$ cat src/include/ioct_consts.vh
`ifndef IOCT_CONSTS_VH
`define IOCT_CONSTS_VH
// ****************************************
// register word indices (word address)
// ****************************************
`define IOCT_A_DIN_ONE    6'h00
`define IOCT_A_DIN_ALL    6'h01
`define IOCT_A_DOUT_ALL   6'h02
`define IOCT_A_DOUT_HIGH  6'h03
`define IOCT_A_DOUT_LOW   6'h04
`define IOCT_A_CNT_EN     6'h05
`define IOCT_A_CNT_CLR    6'h06
`define IOCT_A_CNT_LAT    6'h07
`define IOCT_A_LATCH1     6'h08
`define IOCT_A_LATCH2     6'h09
`define IOCT_A_TRIG       6'h0a
`define IOCT_A_MUX        6'h0b
`define IOCT_A_ADC_CTRL   6'h0c
`define IOCT_A_ADC_STAT   6'h0d
`define IOCT_A_ADC_DATA   6'h0e
`define IOCT_A_SEQ_SEL    6'h0f
`define IOCT_A_SEQ_READ   6'h10
`define IOCT_A_DAC1       6'h11
`define IOCT_A_DAC2       6'h12
// ****************************************
// field positions and values
// ****************************************
`define IOCT_CNT1_BIT     0
`define IOCT_CNT2_BIT     1
`define IOCT_CLK1_LINE    4
`define IOCT_CLK2_LINE    5
`define IOCT_CTRL_START   0
`define IOCT_CTRL_FAST    1
`define IOCT_CODE_MAX     16'hffff
`define IOCT_CODE_MIN     16'h0000
`define IOCT_DAC_RESET    16'h8000
`define IOCT_NS_PER_CLK   10
`define IOCT_SETTLE_NS    6500
`define IOCT_CONV_NS      10000
`define IOCT_FAST_NS      2000
`endif

$ cat src/verilog/ioct_top.v
// Functional notes
// - six digital inputs and six digital outputs, numbered zero to five
// - inputs four and five clock the counters and stay readable
// - rising edge on trigger input raises a process start event
// - read one selected input, or all inputs as one word
// - write all outputs, or force one output high or low alone
// - two 32-bit counters, configured and read singly or together
// - each counter increments on every rising edge of its clock
// - each counter has a latch captured on software command
// - shared control words enable, clear and latch the counters
// - eight differential inputs muxed into one 16-bit converter, logic selects
// - channels addressed by odd numbers one to fifteen; logic selects channel 0 to 7 from low three bits
// - conversion starts only after mux settling time following a change
// - software may select fast conversion time instead of standard
// - sequence mode converts selected channels in turn, results read back; the first start after a channel register write converts that channel only
// - codes are offset binary, zero most negative, 65535 most positive
// - results and output values sit in low 16 bits of 32-bit word
// - out-of-range output values saturate to maximum or minimum code
// - bit 0 is counter one, bit 1 counter two; one acts
// - clear and latch are self-clearing pulses, enable holds until rewritten
//
// Design decisions made here: the strobed register port and the register addresses.
`include "ioct_consts.vh"
module ioct_top #(
   parameter N_DIO    = 6,
   parameter CNT_W    = 32,
   parameter N_CH     = 8,
   parameter SETTLE_C = (`IOCT_SETTLE_NS + `IOCT_NS_PER_CLK - 1) / `IOCT_NS_PER_CLK,
   parameter CONV_C   = (`IOCT_CONV_NS + `IOCT_NS_PER_CLK - 1) / `IOCT_NS_PER_CLK,
   parameter FAST_C   = (`IOCT_FAST_NS + `IOCT_NS_PER_CLK - 1) / `IOCT_NS_PER_CLK
) (
   input  wire             i_clk,
   input  wire             i_rstn,
   input  wire [5:0]       i_addr,
   input  wire [31:0]      i_wdata,
   input  wire             i_wr,
   input  wire             i_rd,
   output reg  [31:0]      o_rdata,
   input  wire [N_DIO-1:0] i_din,
   output reg  [N_DIO-1:0] o_dout,
   input  wire             i_trig,
   output reg              o_trig_event,
   output reg  [2:0]       o_mux_sel,
   output reg              o_adc_start,
   input  wire             i_adc_done,
   input  wire [15:0]      i_adc_data,
   output reg  [15:0]      o_dac1,
   output reg  [15:0]      o_dac2
);
   // ****************************************
   // helpers
   // ****************************************
   // signed 32-bit word clamped to 16-bit code range
   function [15:0] sat16;
      input [31:0] v;
      begin
         if (v[31])
            sat16 = `IOCT_CODE_MIN;
         else if (|v[30:16])
            sat16 = `IOCT_CODE_MAX;
         else
            sat16 = v[15:0];
      end
   endfunction
   function hit;
      input [5:0] a;
      begin
         hit = (i_addr == a);
      end
   endfunction

   // ****************************************
   // states
   // ****************************************
   localparam [1:0] S_IDLE   = 2'h0;
   localparam [1:0] S_SETTLE = 2'h1;
   localparam [1:0] S_CONV   = 2'h2;
   localparam [1:0] S_NEXT   = 2'h3;

   reg  [N_DIO-1:0] din_ff;
   reg              trig_ff;
   reg  [1:0]       cnt_en_ff;
   reg  [1:0]       cclk_ff;
   reg  [CNT_W-1:0] cnt_ff   [0:1];
   reg  [CNT_W-1:0] latch_ff [0:1];
   reg  [15:0]      adc_ff;
   reg  [15:0]      res_ff   [0:N_CH-1];
   reg  [N_CH-1:0]  seq_sel_ff;
   reg  [N_CH-1:0]  seq_todo_ff;
   reg              seq_ff;
   reg              fast_ff;
   reg              busy_ff;
   reg  [1:0]       st_ff;
   reg  [15:0]      tmr_ff;
   reg  [2:0]       rd_ptr_ff;
   reg  [2:0]       sel_ff;
   reg  [2:0]       nxt_ch;
   reg              nxt_found;
   integer          k;

   wire wr_cnt_en  = i_wr & hit(`IOCT_A_CNT_EN);
   wire wr_cnt_clr = i_wr & hit(`IOCT_A_CNT_CLR);
   wire wr_cnt_lat = i_wr & hit(`IOCT_A_CNT_LAT);
   wire wr_mux     = i_wr & hit(`IOCT_A_MUX);
   wire wr_ctrl    = i_wr & hit(`IOCT_A_ADC_CTRL);
   wire wr_dout    = i_wr & hit(`IOCT_A_DOUT_ALL);
   wire wr_high    = i_wr & hit(`IOCT_A_DOUT_HIGH) & (i_wdata[2:0] < N_DIO);
   wire wr_low     = i_wr & hit(`IOCT_A_DOUT_LOW) & (i_wdata[2:0] < N_DIO);
   wire wr_dac1    = i_wr & hit(`IOCT_A_DAC1);
   wire wr_dac2    = i_wr & hit(`IOCT_A_DAC2);
   wire wr_seq     = i_wr & hit(`IOCT_A_SEQ_SEL);
   // start refused while busy: a running sequence cannot be restarted
   wire start      = wr_ctrl & i_wdata[`IOCT_CTRL_START] & ~busy_ff;
   wire [15:0] conv_len = fast_ff ? FAST_C[15:0] : CONV_C[15:0];

   // ****************************************
   // digital i/o and trigger
   // ****************************************
   always @(posedge i_clk) begin
      if (!i_rstn) begin
         din_ff       <= {N_DIO{1'b0}};
         o_dout       <= {N_DIO{1'b0}};
         // event pin idles high behind its pull-up: no false edge after reset
         trig_ff      <= 1'b1;
         o_trig_event <= 1'b0;
      end else begin
         din_ff       <= i_din;
         trig_ff      <= i_trig;
         o_trig_event <= i_trig & ~trig_ff;
         if (wr_dout)
            o_dout <= i_wdata[N_DIO-1:0];
         else if (wr_high)
            o_dout[i_wdata[2:0]] <= 1'b1;
         else if (wr_low)
            o_dout[i_wdata[2:0]] <= 1'b0;
      end
   end

   // ****************************************
   // event counters
   // ****************************************
   // edge taken from registered input line, so line stays a plain input too
   genvar g;
   generate
      for (g = 0; g < 2; g = g + 1) begin : g_cnt
         always @(posedge i_clk) begin
            if (!i_rstn) begin
               cclk_ff[g]  <= 1'b0;
               cnt_ff[g]   <= {CNT_W{1'b0}};
               latch_ff[g] <= {CNT_W{1'b0}};
               cnt_en_ff[g] <= 1'b0;
            end else begin
               cclk_ff[g] <= din_ff[`IOCT_CLK1_LINE + g];
               if (wr_cnt_en)
                  cnt_en_ff[g] <= i_wdata[g];
               // clear wins over a count edge in the same cycle
               if (wr_cnt_clr & i_wdata[g])
                  cnt_ff[g] <= {CNT_W{1'b0}};
               else if (cnt_en_ff[g] & din_ff[`IOCT_CLK1_LINE + g] & ~cclk_ff[g])
                  cnt_ff[g] <= cnt_ff[g] + 1'b1;
               if (wr_cnt_lat & i_wdata[g])
                  latch_ff[g] <= cnt_ff[g];
            end
         end
      end
   endgenerate

   // ****************************************
   // converter sequencer
   // ****************************************
   // lowest pending channel is converted first
   always @* begin
      nxt_ch    = 3'h0;
      nxt_found = 1'b0;
      for (k = N_CH - 1; k >= 0; k = k - 1)
         if (seq_todo_ff[k]) begin
            nxt_ch    = k[2:0];
            nxt_found = 1'b1;
         end
   end

   always @(posedge i_clk) begin
      if (!i_rstn) begin
         st_ff       <= S_IDLE;
         busy_ff     <= 1'b0;
         tmr_ff      <= 16'h0000;
         o_mux_sel   <= 3'h0;
         sel_ff      <= 3'h0;
         o_adc_start <= 1'b0;
         adc_ff      <= 16'h0000;
         seq_sel_ff  <= {N_CH{1'b0}};
         seq_todo_ff <= {N_CH{1'b0}};
         seq_ff      <= 1'b0;
         fast_ff     <= 1'b0;
         // mid-scale code: outputs sit at zero volts after reset
         o_dac1      <= `IOCT_DAC_RESET;
         o_dac2      <= `IOCT_DAC_RESET;
      end else begin
         o_adc_start <= 1'b0;
         if (wr_dac1)
            o_dac1 <= sat16(i_wdata);
         if (wr_dac2)
            o_dac2 <= sat16(i_wdata);
         if (wr_seq)
            seq_sel_ff <= i_wdata[N_CH-1:0];
         if (wr_ctrl)
            fast_ff <= i_wdata[`IOCT_CTRL_FAST];
         // channel register ignored while busy: keeps mux stable mid-conversion
         if (wr_mux & ~busy_ff) begin
            o_mux_sel <= i_wdata[2:0];
            tmr_ff    <= SETTLE_C[15:0];
            st_ff     <= S_SETTLE;
         end else case (st_ff)
            S_IDLE: begin
               if (start) begin
                  busy_ff     <= 1'b1;
                  seq_ff      <= |seq_sel_ff;
                  seq_todo_ff <= seq_sel_ff;
                  st_ff       <= (|seq_sel_ff) ? S_NEXT : S_CONV;
                  o_adc_start <= ~(|seq_sel_ff);
                  tmr_ff      <= conv_len;
               end
            end
            S_SETTLE: begin
               // start taken at any point of settling, held until settled
               if (start) begin
                  busy_ff <= 1'b1;
                  seq_ff  <= 1'b0;
               end
               if (tmr_ff > 16'h0001)
                  tmr_ff <= tmr_ff - 16'h0001;
               else if (busy_ff) begin
                  o_adc_start <= 1'b1;
                  tmr_ff      <= conv_len;
                  st_ff       <= S_CONV;
               end else
                  tmr_ff <= 16'h0000;
            end
            S_CONV: begin
               if (tmr_ff != 16'h0000)
                  tmr_ff <= tmr_ff - 16'h0001;
               if (i_adc_done & (tmr_ff == 16'h0000)) begin
                  adc_ff         <= i_adc_data;
                  res_ff[sel_ff] <= i_adc_data;
                  st_ff          <= seq_ff ? S_NEXT : S_IDLE;
                  busy_ff        <= seq_ff;
               end
            end
            S_NEXT: begin
               if (nxt_found) begin
                  o_mux_sel            <= nxt_ch;
                  sel_ff               <= nxt_ch;
                  seq_todo_ff[nxt_ch]  <= 1'b0;
                  tmr_ff               <= SETTLE_C[15:0];
                  st_ff                <= S_SETTLE;
               end else begin
                  busy_ff <= 1'b0;
                  seq_ff  <= 1'b0;
                  st_ff   <= S_IDLE;
               end
            end
            default: st_ff <= S_IDLE;
         endcase
         if (wr_mux & ~busy_ff)
            sel_ff <= i_wdata[2:0];
      end
   end

   // ****************************************
   // register read port
   // ****************************************
   always @(posedge i_clk) begin
      if (!i_rstn) begin
         o_rdata   <= 32'h00000000;
         rd_ptr_ff <= 3'h0;
      end else begin
         o_rdata <= 32'h00000000;
         if (start)
            rd_ptr_ff <= 3'h0;
         if (i_rd) begin
            case (i_addr)
               `IOCT_A_DIN_ONE:  o_rdata <= {31'h0, din_ff[i_wdata[2:0] % N_DIO]};
               `IOCT_A_DIN_ALL:  o_rdata <= {{(32-N_DIO){1'b0}}, din_ff};
               `IOCT_A_DOUT_ALL: o_rdata <= {{(32-N_DIO){1'b0}}, o_dout};
               `IOCT_A_CNT_EN:   o_rdata <= {30'h0, cnt_en_ff};
               `IOCT_A_LATCH1:   o_rdata <= latch_ff[0];
               `IOCT_A_LATCH2:   o_rdata <= latch_ff[1];
               `IOCT_A_MUX:      o_rdata <= {29'h0, o_mux_sel};
               `IOCT_A_ADC_CTRL: o_rdata <= {30'h0, fast_ff, 1'b0};
               `IOCT_A_ADC_STAT: o_rdata <= {31'h0, busy_ff};
               `IOCT_A_ADC_DATA: o_rdata <= {16'h0000, adc_ff};
               `IOCT_A_SEQ_SEL:  o_rdata <= {{(32-N_CH){1'b0}}, seq_sel_ff};
               `IOCT_A_SEQ_READ: begin
                  o_rdata   <= {16'h0000, res_ff[rd_ptr_ff]};
                  rd_ptr_ff <= rd_ptr_ff + 3'h1;
               end
               `IOCT_A_DAC1:     o_rdata <= {16'h0000, o_dac1};
               `IOCT_A_DAC2:     o_rdata <= {16'h0000, o_dac2};
               // unmapped words read as zero
               default:          o_rdata <= 32'h00000000;
            endcase
         end
      end
   end
endmodule

$ cat config.mk
export PLATFORM = sky130hd
export DESIGN_NAME = ioct_top
export DESIGN_NICKNAME = d
export VERILOG_FILES = /design/src/verilog/ioct_top.v
export VERILOG_INCLUDE_DIRS = /design/src /design/src/include
export SDC_FILE = /design/constraint.sdc
export NUM_CORES = 1
export LEC_CHECK = 0
export BUFFER_PORTS_ARGS = -buffer_cell sky130_fd_sc_hd__buf_2
export CAP_MARGIN = 20
export CELL_PAD_IN_SITES_DETAIL_PLACEMENT = 1
export CELL_PAD_IN_SITES_GLOBAL_PLACEMENT = 1
export CORE_AREA = 5 5 196 198
export CTS_CLUSTER_DIAMETER = 200
export CTS_CLUSTER_SIZE = 10
export DETAILED_ROUTE_END_ITERATION = 6
export DIE_AREA = 0 0 201 203
export HOLD_SLACK_MARGIN = 0.06
export PLACE_DENSITY_LB_ADDON = 0.1
export SLEW_MARGIN = 10
export SYNTH_ARGS = -nofsm -noshare
export SYNTH_HDL_FRONTEND = slang
export SYNTH_SLANG_ARGS = --single-unit
$ cat constraint.sdc
create_clock -name i_clk -period 4.2 [get_ports i_clk]
set_input_delay 0.63 -clock i_clk [delete_from_list [all_inputs] [get_ports i_clk]]
set_output_delay 0.63 -clock i_clk [all_outputs]
set_load 0.005 [all_outputs]
After elaboration in Yosys (flattened, before gate mapping) --
Memories as Yosys holds them, arrays and structs flattened. A register that Yosys moved wholly into a read port is not among the register bits. Cells that the tools add are included.
Storage, ports and cells: bits in registers 142, memory bits (writable) 256, bits of input ports 66, output and inout port bits 75, word-level logic and storage cells 241, memories 3
Memory list:
- res_ff | words 8, width 16, read ports 1, clocked after memory_dff 1, wr ports 1, line ioct_top.v:87 | reg [15:0] res_ff [0:N_CH-1];
- cnt_ff | words 2, width 32, read ports 2, clocked after memory_dff 0, wr ports 2, line ioct_top.v:84 | reg [CNT_W-1:0] cnt_ff [0:1];
- latch_ff | words 2, width 32, read ports 2, clocked after memory_dff 0, wr ports 2, line ioct_top.v:85 | reg [CNT_W-1:0] latch_ff [0:1];
Cells by class: $add $sub $neg 4, div/mod/pow operators 1, $lt $le $gt $ge 7, equality and inequality tests 35, muxes and demuxes 98, bitwise gates (word level) 44, reductions and logical operators 25
Operators with widths (count):
- case mux 32 bit (14 select lines) | 1
- 2-to-1 mux 32 bit | 6
- 2-to-1 mux 16 bit | 6
- adder 32 x 1 -> 32 bit (second input constant) | 2
- case mux 16 bit (4 select lines) | 1
- 2-to-1 mux 1 bit | 48
- 2-to-1 mux 3 bit | 15
- equality test 6 x 4 -> 1 bit (second input constant) | 7
- less-than comparator 32 x 4 -> 1 bit (second input constant) | 1
- remainder unit 3 x 3 -> 32 bit (second input constant) | 1
- 2-to-1 mux 10 bit | 3
- AND 1 bit | 26
- equality test 6 x 3 -> 1 bit (second input constant) | 4
- equality test 6 x 5 -> 1 bit (second input constant) | 3
- 2-to-1 mux 6 bit | 3
- inequality test 3 bit (second input constant) | 6
- > comparator 16 x 1 -> 1 bit (second input constant) | 1
- logical NOT 16 bit | 1
- 2-to-1 mux 8 bit | 2
- inequality test 2 bit (second input constant) | 8
- case mux 8 bit (2 select lines) | 1
- AND reduction 4 bit | 4
- nonzero test 16 bit | 1
- subtractor 16 x 1 -> 16 bit (second input constant) | 1
- 33 further kinds | 62

Depth between registers and ports, before layout --
Gate-level depths: netlist of the first run.
depth in word-level cells 16, depth in mapped cells 10, mapped depth without buffers 8

Worst setup path after synthesis of the first run --
OpenSTA, ideal clock, no wires.
path kind register to register, from register st_ff[0], to memory res_ff[1][0], enable pin, library setup time 0.413 ns, arrival time 3.080 ns, data required time 3.787 ns, path slack 0.707 ns, stages on the path, launching flop included 9, path buffers 1, period minus slack after synthesis 3.493 ns, cells stage by stage dfxtp_1 > inv_1 > ha_1 > clkbuf_2 > or4bb_1 > nor4_4 > and3_1 > nand3b_1 > nor3b_1
Between the ends: word-level cells in the longest chain between the ends 5
RTL lines:
- start, declared | line ioct_top.v:93 | reg [1:0] st_ff;
- start signal, assigned | line ioct_top.v:219 | st_ff <= (|seq_sel_ff) ? S_NEXT : S_CONV;
- start signal, assigned | line ioct_top.v:245 | st_ff <= seq_ff ? S_NEXT : S_IDLE;
- equality test 2 bit | line ioct_top.v:213 | end else case (st_ff)
- 2-to-1 mux 1 bit | line ioct_top.v:213
- 2-to-1 mux 1 bit | line ioct_top.v:209 | if (wr_mux & ~busy_ff) begin
- 2-to-1 mux 1 bit | line ioct_top.v:183 | if (!i_rstn) begin
- 2-to-1 mux 1 bit (not written as such) | line ioct_top.v:244 | res_ff[sel_ff] <= i_adc_data;
- end, declared | line ioct_top.v:87
No other way between the ends.

Worst setup path after layout of the first run --
from register st_ff[0], to memory res_ff[7][15], enable pin
Same word-level chain as after synthesis.

==> summary.txt, run 1 <==
Clock tree
  – H-tree levels: 2
  – CTS resizes: 0
  – Post-CTS setup buffers: 0
  – CTS clk-pin slew, worst paths: 60 ps
  – Sink Count: 398
  – Clock Tree Buf Depth: 3
  – Worst-Skew Late Latency: 580 ps
  – TritonCTS clock tree: built
  – CTS buffer count: 45
  – Hold_buf cts: 0
  – Root Buffer: clkbuf_16

Floorplanning
  – Starting Density: 48.3%
  – Vert. Die Dim: 203 um
  – # rows: 70
  – Die span in x: 201 um
  – Die area: 40800 um^2
  – I/O pins: 141
  – Core Box Area: 36300 um^2

Setup path
  – Crit-path max cell delay: 800 ps
  – CP Max Fanout: 9
  – Startpoint types: flip-flop
  – Reg2reg setup slack: 660 ps
  – WP depth: 8
  – Crit path required time: 4490 ps
  – Worst reg2reg endpoint: res_ff[7][15]$_DFFE_PP_
  – Critical Path Start: st_ff[0]$_SDFFE_PN0P_
  – Arrival @ worst endpoint: 3820 ps
  – Worst flop-to-flop path startpoint: st_ff[0]$_SDFFE_PN0P_
  – Worst path slowest cell: nor2b_1
  – Critical Path Sink: res_ff[7][15]$_DFFE_PP_
  – Bufs and invs on worst path: 2
  – Most used cell, CP: and3_1
  – R2R cell count: 8
  – Critical path cell sequence: inv_1, ha_1, or4bb_1, nor4_4, and3_1, and3_1, nor2b_1, buf_4
  – Worst Setup End Kind: flip-flop
  – Critical setup path kind: reg2reg
  – Family with the most delay on the worst path: simple AND/OR/NAND/NOR gates

Drt
  – Vias: 12325
  – Vias per cell: 5.77
  – Initial DRT Pass Iterations: 5
  – Final WL: 50.2 mm
  – DR iter-0 viols: 841
  – Wire length per cell: 23.5 um
  – Final ANT Viol Nets: 0
  – # DRC: 0

Place
  – Port bufs: 140
  – Placed cell count: 2053
  – Final GP Congestion: 0.902
  – Dpl ws: 578 ps
  – HPWL after detailed placement: 35.3 mm
  – Dpl cell area: 18700 um^2

Timing
  – Fmax: 283 MHz
  – Fin Hold WS: 258 ps
  – Worst-Margin Slew: 996 ps
  – Max-slew violation count: 0
  – Final cycle utilization of the critical path: 84.2%
  – Layout Skew: 20.1 ps
  – Final setup vio count: 0
  – Slew HR: 33.5%
  – Final hold vios: 0
  – RSZ-0062 raised after global routing: no
  – Setup_tns: 0 ps
  – Crit path time final: 3540 ps
  – PnR worst setup slack: 664 ps

Yosys
  – EDFF count, synth: 256
  – Main synth FF type: edfxtp_1
  – Asr flop ratio synth: 0%
  – Post-Syn Nets: 1571
  – Cell Area, Synth: 17500 um^2
  – #FFs+latches synth: 398
  – Synth warnings: 0
  – Cells after synthesis: 1496
  – Syn_area_per_cell: 11.7 um^2
  – Post-synthesis sequential area ratio: 60.0%
  – Post-synthesis cell type count: 79

Cells and area
  – Post-route cell area: 20100 um^2
  – Final Non-Filler Cells: 2135
  – Share of cells above drive strength 1: 18.0%
  – Final #Nets: 1709
  – Antenna cells: 0
  – Final core occ: 55.3%
  – Synthesis-to-finish area growth: 14.5%

Pwr
  – Pleak: 7.03 nW
  – Max IR drop VDD: 358 uV
  – Pwr Density: 457 nW/um^2
  – Final Power: 9.19 mW

GRT
  – Grt total ovfl: 0
  – Largest net degree at the start of global routing: 69
  – Gr usage total: 24.1%
  – First-pass GRT wire length: 77.3 mm
  – Vias in the first global route: 12720
  – Antenna violations before repair: 1

Hold path
  – Hold path start: i_din[3]
  – Hold crit path type: in2reg

Outcome
  – Outcome: complete, no violations

Flow run
  – Max cap viols: 0
==> worst register-to-register path: stages (launching register included) <==
cell and delay [ps]:
dfxtp_1 340, inv_1 100, ha_1 330, or4bb_1 580
nor4_4 260, and3_1 280, and3_1 220, nor2b_1 800
buf_4 340
==> power by group <==
group	switching (mW)	internal, mW	leakage (nW)
clock network	1.56	2.03	0.624
logic	0.754	0.422	2.79
registers	0.132	4.29	3.62
==> final cells by class <==
class	count	area [um^2]
fill	3813	16300
sequential	398	10500
multi-input combinational	1001	6620
clock buffer	77	1260
timing repair buffer	174	976
tap	468	586
clock inverter	3	62.6
inverter	14	52.6
==> cell usage in the layout (no fill, tap or decap), types with 9 or more instances in the layout <==
cell / Yosys / final
a21boi_0: 22 / 22
a21oi_1: 50 / 50
a22oi_1: 51 / 51
a41oi_1: 11 / 11
and2_1: 90 / 90
and3_1: 15 / 15
buf_2: 19 / 140
buf_4: 2 / 33
clkbuf_1: 53 / 31
clkbuf_16: 0 / 45
dfxtp_1: 142 / 141
edfxtp_1: 256 / 256
ha_1: 9 / 9
inv_1: 14 / 14
mux2_2: 17 / 17
mux2i_1: 11 / 11
mux4_2: 32 / 32
nand2_1: 144 / 144
nand2b_1: 10 / 10
nand3_1: 60 / 60
nand4_1: 11 / 11
nor2_1: 160 / 158
nor2b_1: 36 / 36
nor3_1: 39 / 38
nor4_1: 10 / 10
o21ai_0: 19 / 19
o31ai_1: 16 / 16
xnor2_1: 22 / 22
xor2_1: 47 / 47
==> sequential cells by signal, indices dropped and copies added (netlist names), 6 cells and up, named ones only <==
| name | count |
|---|---|
| cnt_ff | 64 |
| o_rdata | 32 |
| o_dac1 | 16 |
| latch_ff | 64 |
| seq_todo_ff | 8 |
| adc_ff | 16 |
| tmr_ff | 16 |
| o_dac2 | 16 |
| seq_sel_ff | 8 |
| res_ff | 128 |
| din_ff | 6 |
==> synth_stat cells, types with 4 or more instances <==
cell	n	share of area (%)
a31oi_1	4	0.14
a22oi_1	51	2.2
nor4_1	10	0.36
a221oi_1	7	0.35
buf_2	19	0.54
and2_1	90	3.2
a21boi_0	22	0.94
dfxtp_1	142	16
and3_1	15	0.54
xnor2_1	22	1.1
a21oi_1	50	1.4
nand3_1	60	1.7
nor2_1	160	3.4
nor3_1	39	1.1
mux2_2	17	1.1
nand2b_1	10	0.36
nand4_1	11	0.39
nor2b_1	36	1.3
mux4_2	32	4.1
nand2_1	144	3.1
edfxtp_1	256	44
ha_1	9	0.64
mux2i_1	11	0.63
or4_1	8	0.34
buf_1	7	0.15
nor3b_1	8	0.34
nand3b_1	4	0.17
o31ai_1	16	0.68
or3_1	4	0.14
and4_1	4	0.20
o21ai_0	19	0.54
inv_1	14	0.30
o211ai_1	8	0.34
a222oi_1	5	0.29
clkbuf_1	53	1.1
a41oi_1	11	0.55
xor2_1	47	2.3
==> routing by layer <==
metal	track usage, %	vias up	share of wire (%)
met5	0	-	0.026
met2	41.7	274	50
li1	-	5768	-
met1	31.5	6206	43
met4	6.49	2	2.2
met3	4.39	75	5.2
==> cells by family after synthesis <==
group / synth area share, %
simple gates: 18.6
flops: 60.0
compound gates: 9.17
buf+inv: 2.30
xor+xnor: 3.45
mux: 5.83
fa+ha+maj: 0.642
==> worst min-delay path by stage <==
stage	endpoint	cells after the start
2_1_floorplan	o_trig_event$_SDFF_PN0_	1
3_3_place_gp	o_trig_event$_SDFF_PN0_	1
3_5_place_dp	o_trig_event$_SDFF_PN0_	1
4_1_cts	din_ff[3]$_SDFF_PN0_	2
5_1_grt	din_ff[4]$_SDFF_PN0_	2
6_report	din_ff[3]$_SDFF_PN0_	2
(Power assumes the default switching activity.)
==> run 2, diff against run 1 <==
CORE_AREA = 5 5 206 208   (was 5 5 196 198)
DIE_AREA = 0 0 211 213   (was 0 0 201 203)
clock period = 2.85 ns   (was 4.2 ns; I/O delays follow)
==> run 2 against run 1 <==
  * Sequential power rose by 47%
  * First-iteration DRC count fell by 4.2%
  * Fmax rose by 33%
  * Cell count up 4.4%
  * Combinational power is 56% higher
  * Routed wire length decreased by 0.45%
  * Global-route usage decreased by 2.2 points
  * Total power grew 48%
  * Critical endpoint is now res_ff[4][15]$_DFFE_PP_
  * Via count grew 1.6%
  * Count of clock-buffer cells in the layout down 1
==> summary.txt, run 2 (synthesis gave the netlist of run 1 again) <==
Cells and area
  – Final core occ: 50.9%
  – Fill cell count: 4321
  – Share of cells above drive strength 1: 19.2%
  – Final #Nets: 1738
  – Largest reg by FF count: res_ff
  – Post-route cell area: 20500 um^2
  – Synthesis-to-finish area growth: 17.1%
  – Most frequent cells in the layout: edfxtp_1, nor2_1, nand2_1
  – Most common cell after layout, fill and taps aside: edfxtp_1
  – Max reg flops: 128
  – Largest registers: res_ff: 128 flops, cnt_ff: 64 flops, latch_ff: 64 flops

Drt
  – Final WL: 49.9 mm
  – Vias: 12527
  – Vias per cell: 5.62
  – Final ANT Viol Nets: 0
  – DR iter-0 viols: 806
  – Wire length per cell: 22.4 um
  – # DRC: 0
  – Initial DRT Pass Iterations: 5

GRT
  – Gr usage total: 21.9%
  – Largest net degree at the start of global routing: 45
  – Grt total ovfl: 0
  – Antenna violations before repair: 1
  – First-pass GRT wire length: 76.3 mm
  – Vias in the first global route: 12807

Timing
  – Fmax: 377 MHz
  – Max-slew violation count: 0
  – Final cycle utilization of the critical path: 93.2%
  – Worst-Margin Slew: 746 ps
  – Setup_tns: 0 ps
  – Slew HR: 49.8%
  – Layout Skew: 14.1 ps
  – PnR worst setup slack: 194 ps
  – RSZ-0062 raised after global routing: no
  – Crit path time final: 2660 ps
  – Final hold vios: 0
  – Final setup vio count: 0

Pwr
  – Pwr Density: 662 nW/um^2
  – Max IR drop VDD: 435 uV
  – Pleak: 7.21 nW

Clock tree
  – Root Buffer: clkbuf_16
  – H-tree levels: 2
  – Clock Tree Buf Depth: 3
  – CTS buffer count: 45
  – Hold_buf cts: 5
  – Post-CTS setup buffers: 0
  – CTS clk-pin slew, worst paths: 60 ps
  – CTS resizes: 0
  – Sink Count: 398
  – TritonCTS clock tree: built
  – Worst-Skew Late Latency: 570 ps

Place
  – Final GP Congestion: 0.868
  – HPWL after detailed placement: 35.8 mm
  – Dpl ws: 210 ps
  – Dpl cell area: 19200 um^2
  – Port bufs: 140

Hold path
  – Worst hold path depth: 2
  – Hold crit path type: in2reg

Outcome
  – Outcome: complete, no violations

Floorplanning
  – I/O pins: 141
  – Core Box Area: 40400 um^2
  – Starting Density: 43.4%
  – Die area: 44900 um^2
  – # rows: 74
  – Vert. Die Dim: 213 um
  – Die span in x: 211 um

Setup path
  – CP Max Fanout: 16
  – Startpoint types: flip-flop
  – Critical setup path kind: reg2reg
  – R2R cell count: 8
  – Reg2reg setup slack: 190 ps
  – Worst Setup End Kind: flip-flop
  – Worst reg2reg endpoint: res_ff[4][15]$_DFFE_PP_
  – Arrival @ worst endpoint: 2930 ps
  – Critical Path Start: st_ff[0]$_SDFFE_PN0P_
  – Critical Path Sink: res_ff[4][15]$_DFFE_PP_
  – Crit path required time: 3120 ps
  – Worst flop-to-flop path startpoint: st_ff[0]$_SDFFE_PN0P_

Flow run
  – Max cap viols: 0
## run 2: where the power goes
group | internal (mW) | total (mW) | leakage [nW] | switching [mW]
clock network | 2.98 | 5.25 | 0.615 | 2.27
registers | 6.32 | 6.51 | 3.62 | 0.186
logic | 0.701 | 1.84 | 2.97 | 1.14
## run 2: how the worst min path moves through the flow
stage | start | to | slack (ps)
after global placement | trig_ff$_SDFF_PN1_ | o_trig_event$_SDFF_PN0_ | 370
after floorplan | trig_ff$_SDFF_PN1_ | o_trig_event$_SDFF_PN0_ | 370
after global routing | i_din[4] | din_ff[4]$_SDFF_PN0_ | 80
final | i_din[4] | din_ff[4]$_SDFF_PN0_ | 90
after detailed placement | trig_ff$_SDFF_PN1_ | o_trig_event$_SDFF_PN0_ | 380
after CTS | i_din[4] | din_ff[4]$_SDFF_PN0_ | 70
## run 2: cell type report
type | count | area, um^2 | share of cell area, %
clock buffers | 76 | 1250 | 6.10
repair buffers | 203 | 1360 | 6.64
inverters | 14 | 52.6 | 0.256
well taps | 532 | 666 | 3.24
diodes | 1 | 2.50 | 0.0122
clock inverters | 3 | 41.3 | 0.201
flip-flops and latches | 398 | 10500 | 51.3
multi-input cells | 1001 | 6630 | 32.3
## run 2: layer usage
layer	vias to the layer above	GRT usage, %	share of wire (%)
li1	5826	-	-
met1	6345	29.7	44
met2	285	37.2	50
met3	71	3.88	4.9
met4	0	5.03	2.0
met5	-	0	0
## run 2: critical path, stage by stage (launching register included)
cell	delay, ps
dfxtp_1	350
inv_1	100
ha_1	170
or4bb_1	560
nor4_4	190
and3_1	260
nand3b_1	200
nor3b_2	320
buf_12	200
## run 2: metrics by stage
| stage | hold slack [ps] | power [mW] | instances |
|---|---|---|---|
| floorplan | 367 | 7.83 | 1496 |
| global placement | 372 | 8.42 | 2143 |
| detailed placement | 381 | 8.46 | 2143 |
| CTS | 68.6 | 13.8 | 2227 |
| global route | 82.4 | 14.2 | 2228 |
| finish | 94.6 | 13.6 | 2228 |
==> run 3, diff against run 2 <==
CORE_AREA = 5 5 208 210   (was 5 5 206 208)
DIE_AREA = 0 0 213 215   (was 0 0 211 213)
==> run 3 against run 2 <==
  * Register-to-register slack better by 50 ps
  * Non-clock buffer count decreased by 2
  * Worst setup slack better by 46 ps
==> summary.txt, run 3 (synthesis gave the netlist of run 1 again) <==
Cells and area
  – Multi-input gate area: 6630 um^2
  – Final #Nets: 1736
  – Post-route cell area: 20500 um^2
  – Most common cell after layout, fill and taps aside: edfxtp_1
  – Register area: 10500 um^2
  – Largest reg by FF count: res_ff
  – Fill cell count: 4359
  – Synthesis-to-finish area growth: 17.1%
  – Antenna cells: 0
  – Max reg flops: 128
  – Most frequent cells in the layout: edfxtp_1, nor2_1, nand2_1
  – Share of cells above drive strength 1: 19.2%
  – Final core occ: 49.6%
  – Final Non-Filler Cells: 2233
  – Largest registers: res_ff: 128 flops, cnt_ff: 64 flops, latch_ff: 64 flops

Hold path
  – Hold path start: i_din[4]
  – Hold crit path type: in2reg

Timing
  – Worst-Margin Slew: 730 ps
  – Slew HR: 50.9%
  – Layout Skew: 26.8 ps
  – Fmax: 383 MHz
  – Final cycle utilization of the critical path: 91.6%
  – Setup_tns: 0 ps
  – Max-slew violation count: 0
  – Final hold vios: 0
  – Crit path time final: 2610 ps
  – Final setup vio count: 0
  – RSZ-0062 raised after global routing: no

Drt
  – DR iter-0 viols: 706
  – Initial DRT Pass Iterations: 5
  – Vias per cell: 5.53
  – Final WL: 50.1 mm
  – Final ANT Viol Nets: 0
  – Vias: 12354
  – Wire length per cell: 22.4 um
  – # DRC: 0

Clock tree
  – Sink Count: 398
  – TritonCTS clock tree: built
  – Clock Tree Buf Depth: 3
  – CTS clk-pin slew, worst paths: 60 ps
  – CTS buffer count: 45
  – Root Buffer: clkbuf_16
  – H-tree levels: 2
  – Worst-Skew Late Latency: 570 ps
  – Post-CTS setup buffers: 0
  – CTS resizes: 0

Pwr
  – Pwr Density: 662 nW/um^2
  – P_sw: 3.57 mW
  – Gate power share: 13.4%
  – Switching portion of total power: 26.3%
  – Pleak: 7.20 nW
  – Internal: 10.0 mW
  – Max IR drop VDD: 424 uV
  – Clk pwr share: 38.7%
  – Final Power: 13.6 mW
  – Reg power frac: 48.0%

Place
  – Placed cell count: 2150
  – HPWL after detailed placement: 36.4 mm
  – Dpl cell area: 19200 um^2
  – Final GP Congestion: 0.856
  – Port bufs: 140

GRT
  – Gr usage total: 21.6%
  – Antenna violations before repair: 1
  – Largest net degree at the start of global routing: 49
  – Vias in the first global route: 12936
  – First-pass GRT wire length: 77.4 mm
  – Grt total ovfl: 0

Floorplanning
  – Vert. Die Dim: 215 um
  – Starting Density: 42.4%
  – Core Box Area: 41400 um^2
  – I/O pins: 141
  – Die span in x: 213 um
  – Die area: 45800 um^2
  – # rows: 75

Setup path
  – Critical Path Start: st_ff[0]$_SDFFE_PN0P_
  – Arrival @ worst endpoint: 2870 ps
  – Startpoint types: flip-flop
  – Critical setup path kind: reg2reg
  – Crit path required time: 3110 ps
  – CP Max Fanout: 16
  – Worst Setup End Kind: flip-flop
  – Worst flop-to-flop path startpoint: st_ff[0]$_SDFFE_PN0P_

Flow run
  – Max cap viols: 0

Outcome
  – Outcome: complete, no violations
==> run 3: cell count changes in the layout (fill, tap and decap cells not counted) <==
| cell | before | now |
|---|---|---|
| buf_12 | 14 | 13 |
| buf_4 | 45 | 46 |
| clkbuf_1 | 30 | 31 |
| clkinv_16 | 0 | 1 |
| clkinv_8 | 2 | 0 |
| diode_2 | 1 | 0 |
| dlygate4sd3_1 | 5 | 3 |
| inv_16 | 0 | 1 |
==> run 3: area by class of cell <==
| class | count | share of cell area, % |
|---|---|---|
| clock buffer | 77 | 6.12 |
| tap | 539 | 3.28 |
| timing repair buffer | 201 | 6.48 |
| sequential | 398 | 51.3 |
| multi-input combinational | 1001 | 32.3 |
| clock inverter | 3 | 0.286 |
| inverter | 14 | 0.256 |
==> run 3: power groups by stage <==
stage	Clock, mW	Sequential, mW	Combinational (mW)
final	5.26	6.52	1.82
after global routing	5.70	6.54	2.02
after CTS	5.42	6.52	1.83
after detailed placement	0	6.64	1.82
after global placement	0	6.62	1.79
after floorplan	0	6.57	1.27
==> run 3: per-layer routing <==
layer  vias to the layer above  global-route usage [%]  share of wire [%]
met5                         -                       0              0.014
met4                         2                    5.63                2.2
met3                        71                    3.63                5.2
met2                       270                    36.0                 49
met1                      6190                    29.5                 44
li1                       5821                       -                  -
==> run 3: path summary, 6_finish.rpt <==
check | cells after the start | end | slack, ps
worst max-delay path | 8 | res_ff[4][1]$_DFFE_PP_ | 240
worst min-delay path | 2 | din_ff[4]$_SDFF_PN0_ | 90
worst max register to register | 8 | res_ff[4][1]$_DFFE_PP_ | 240
worst min register to register | 1 | o_trig_event$_SDFF_PN0_ | 390
==> run 3: per-stage QoR <==
stage                     worst slack [ps]  hold slack, ps
after global placement                 259             372
after detailed placement               192             395
after floorplan                       -127             367
after CTS                              169            63.4
final                                  240            88.4
after global routing                  36.6            77.7
==> run 3: critical path: stages, from the launching register on <==
cell and delay, ps:
dfxtp_1 350, inv_1 90, ha_1 160, or4bb_1 570, nor4_4 180, and3_1 240
nand3b_1 210, nor3b_2 300, buf_12 200
==> run 3: repair_timing <==
item / 4_1_cts / 5_1_grt
endpoints found under the setup margin: 0 / 1
endpoints found under the hold margin: 3 / 0
hold buffers: 3 / 0
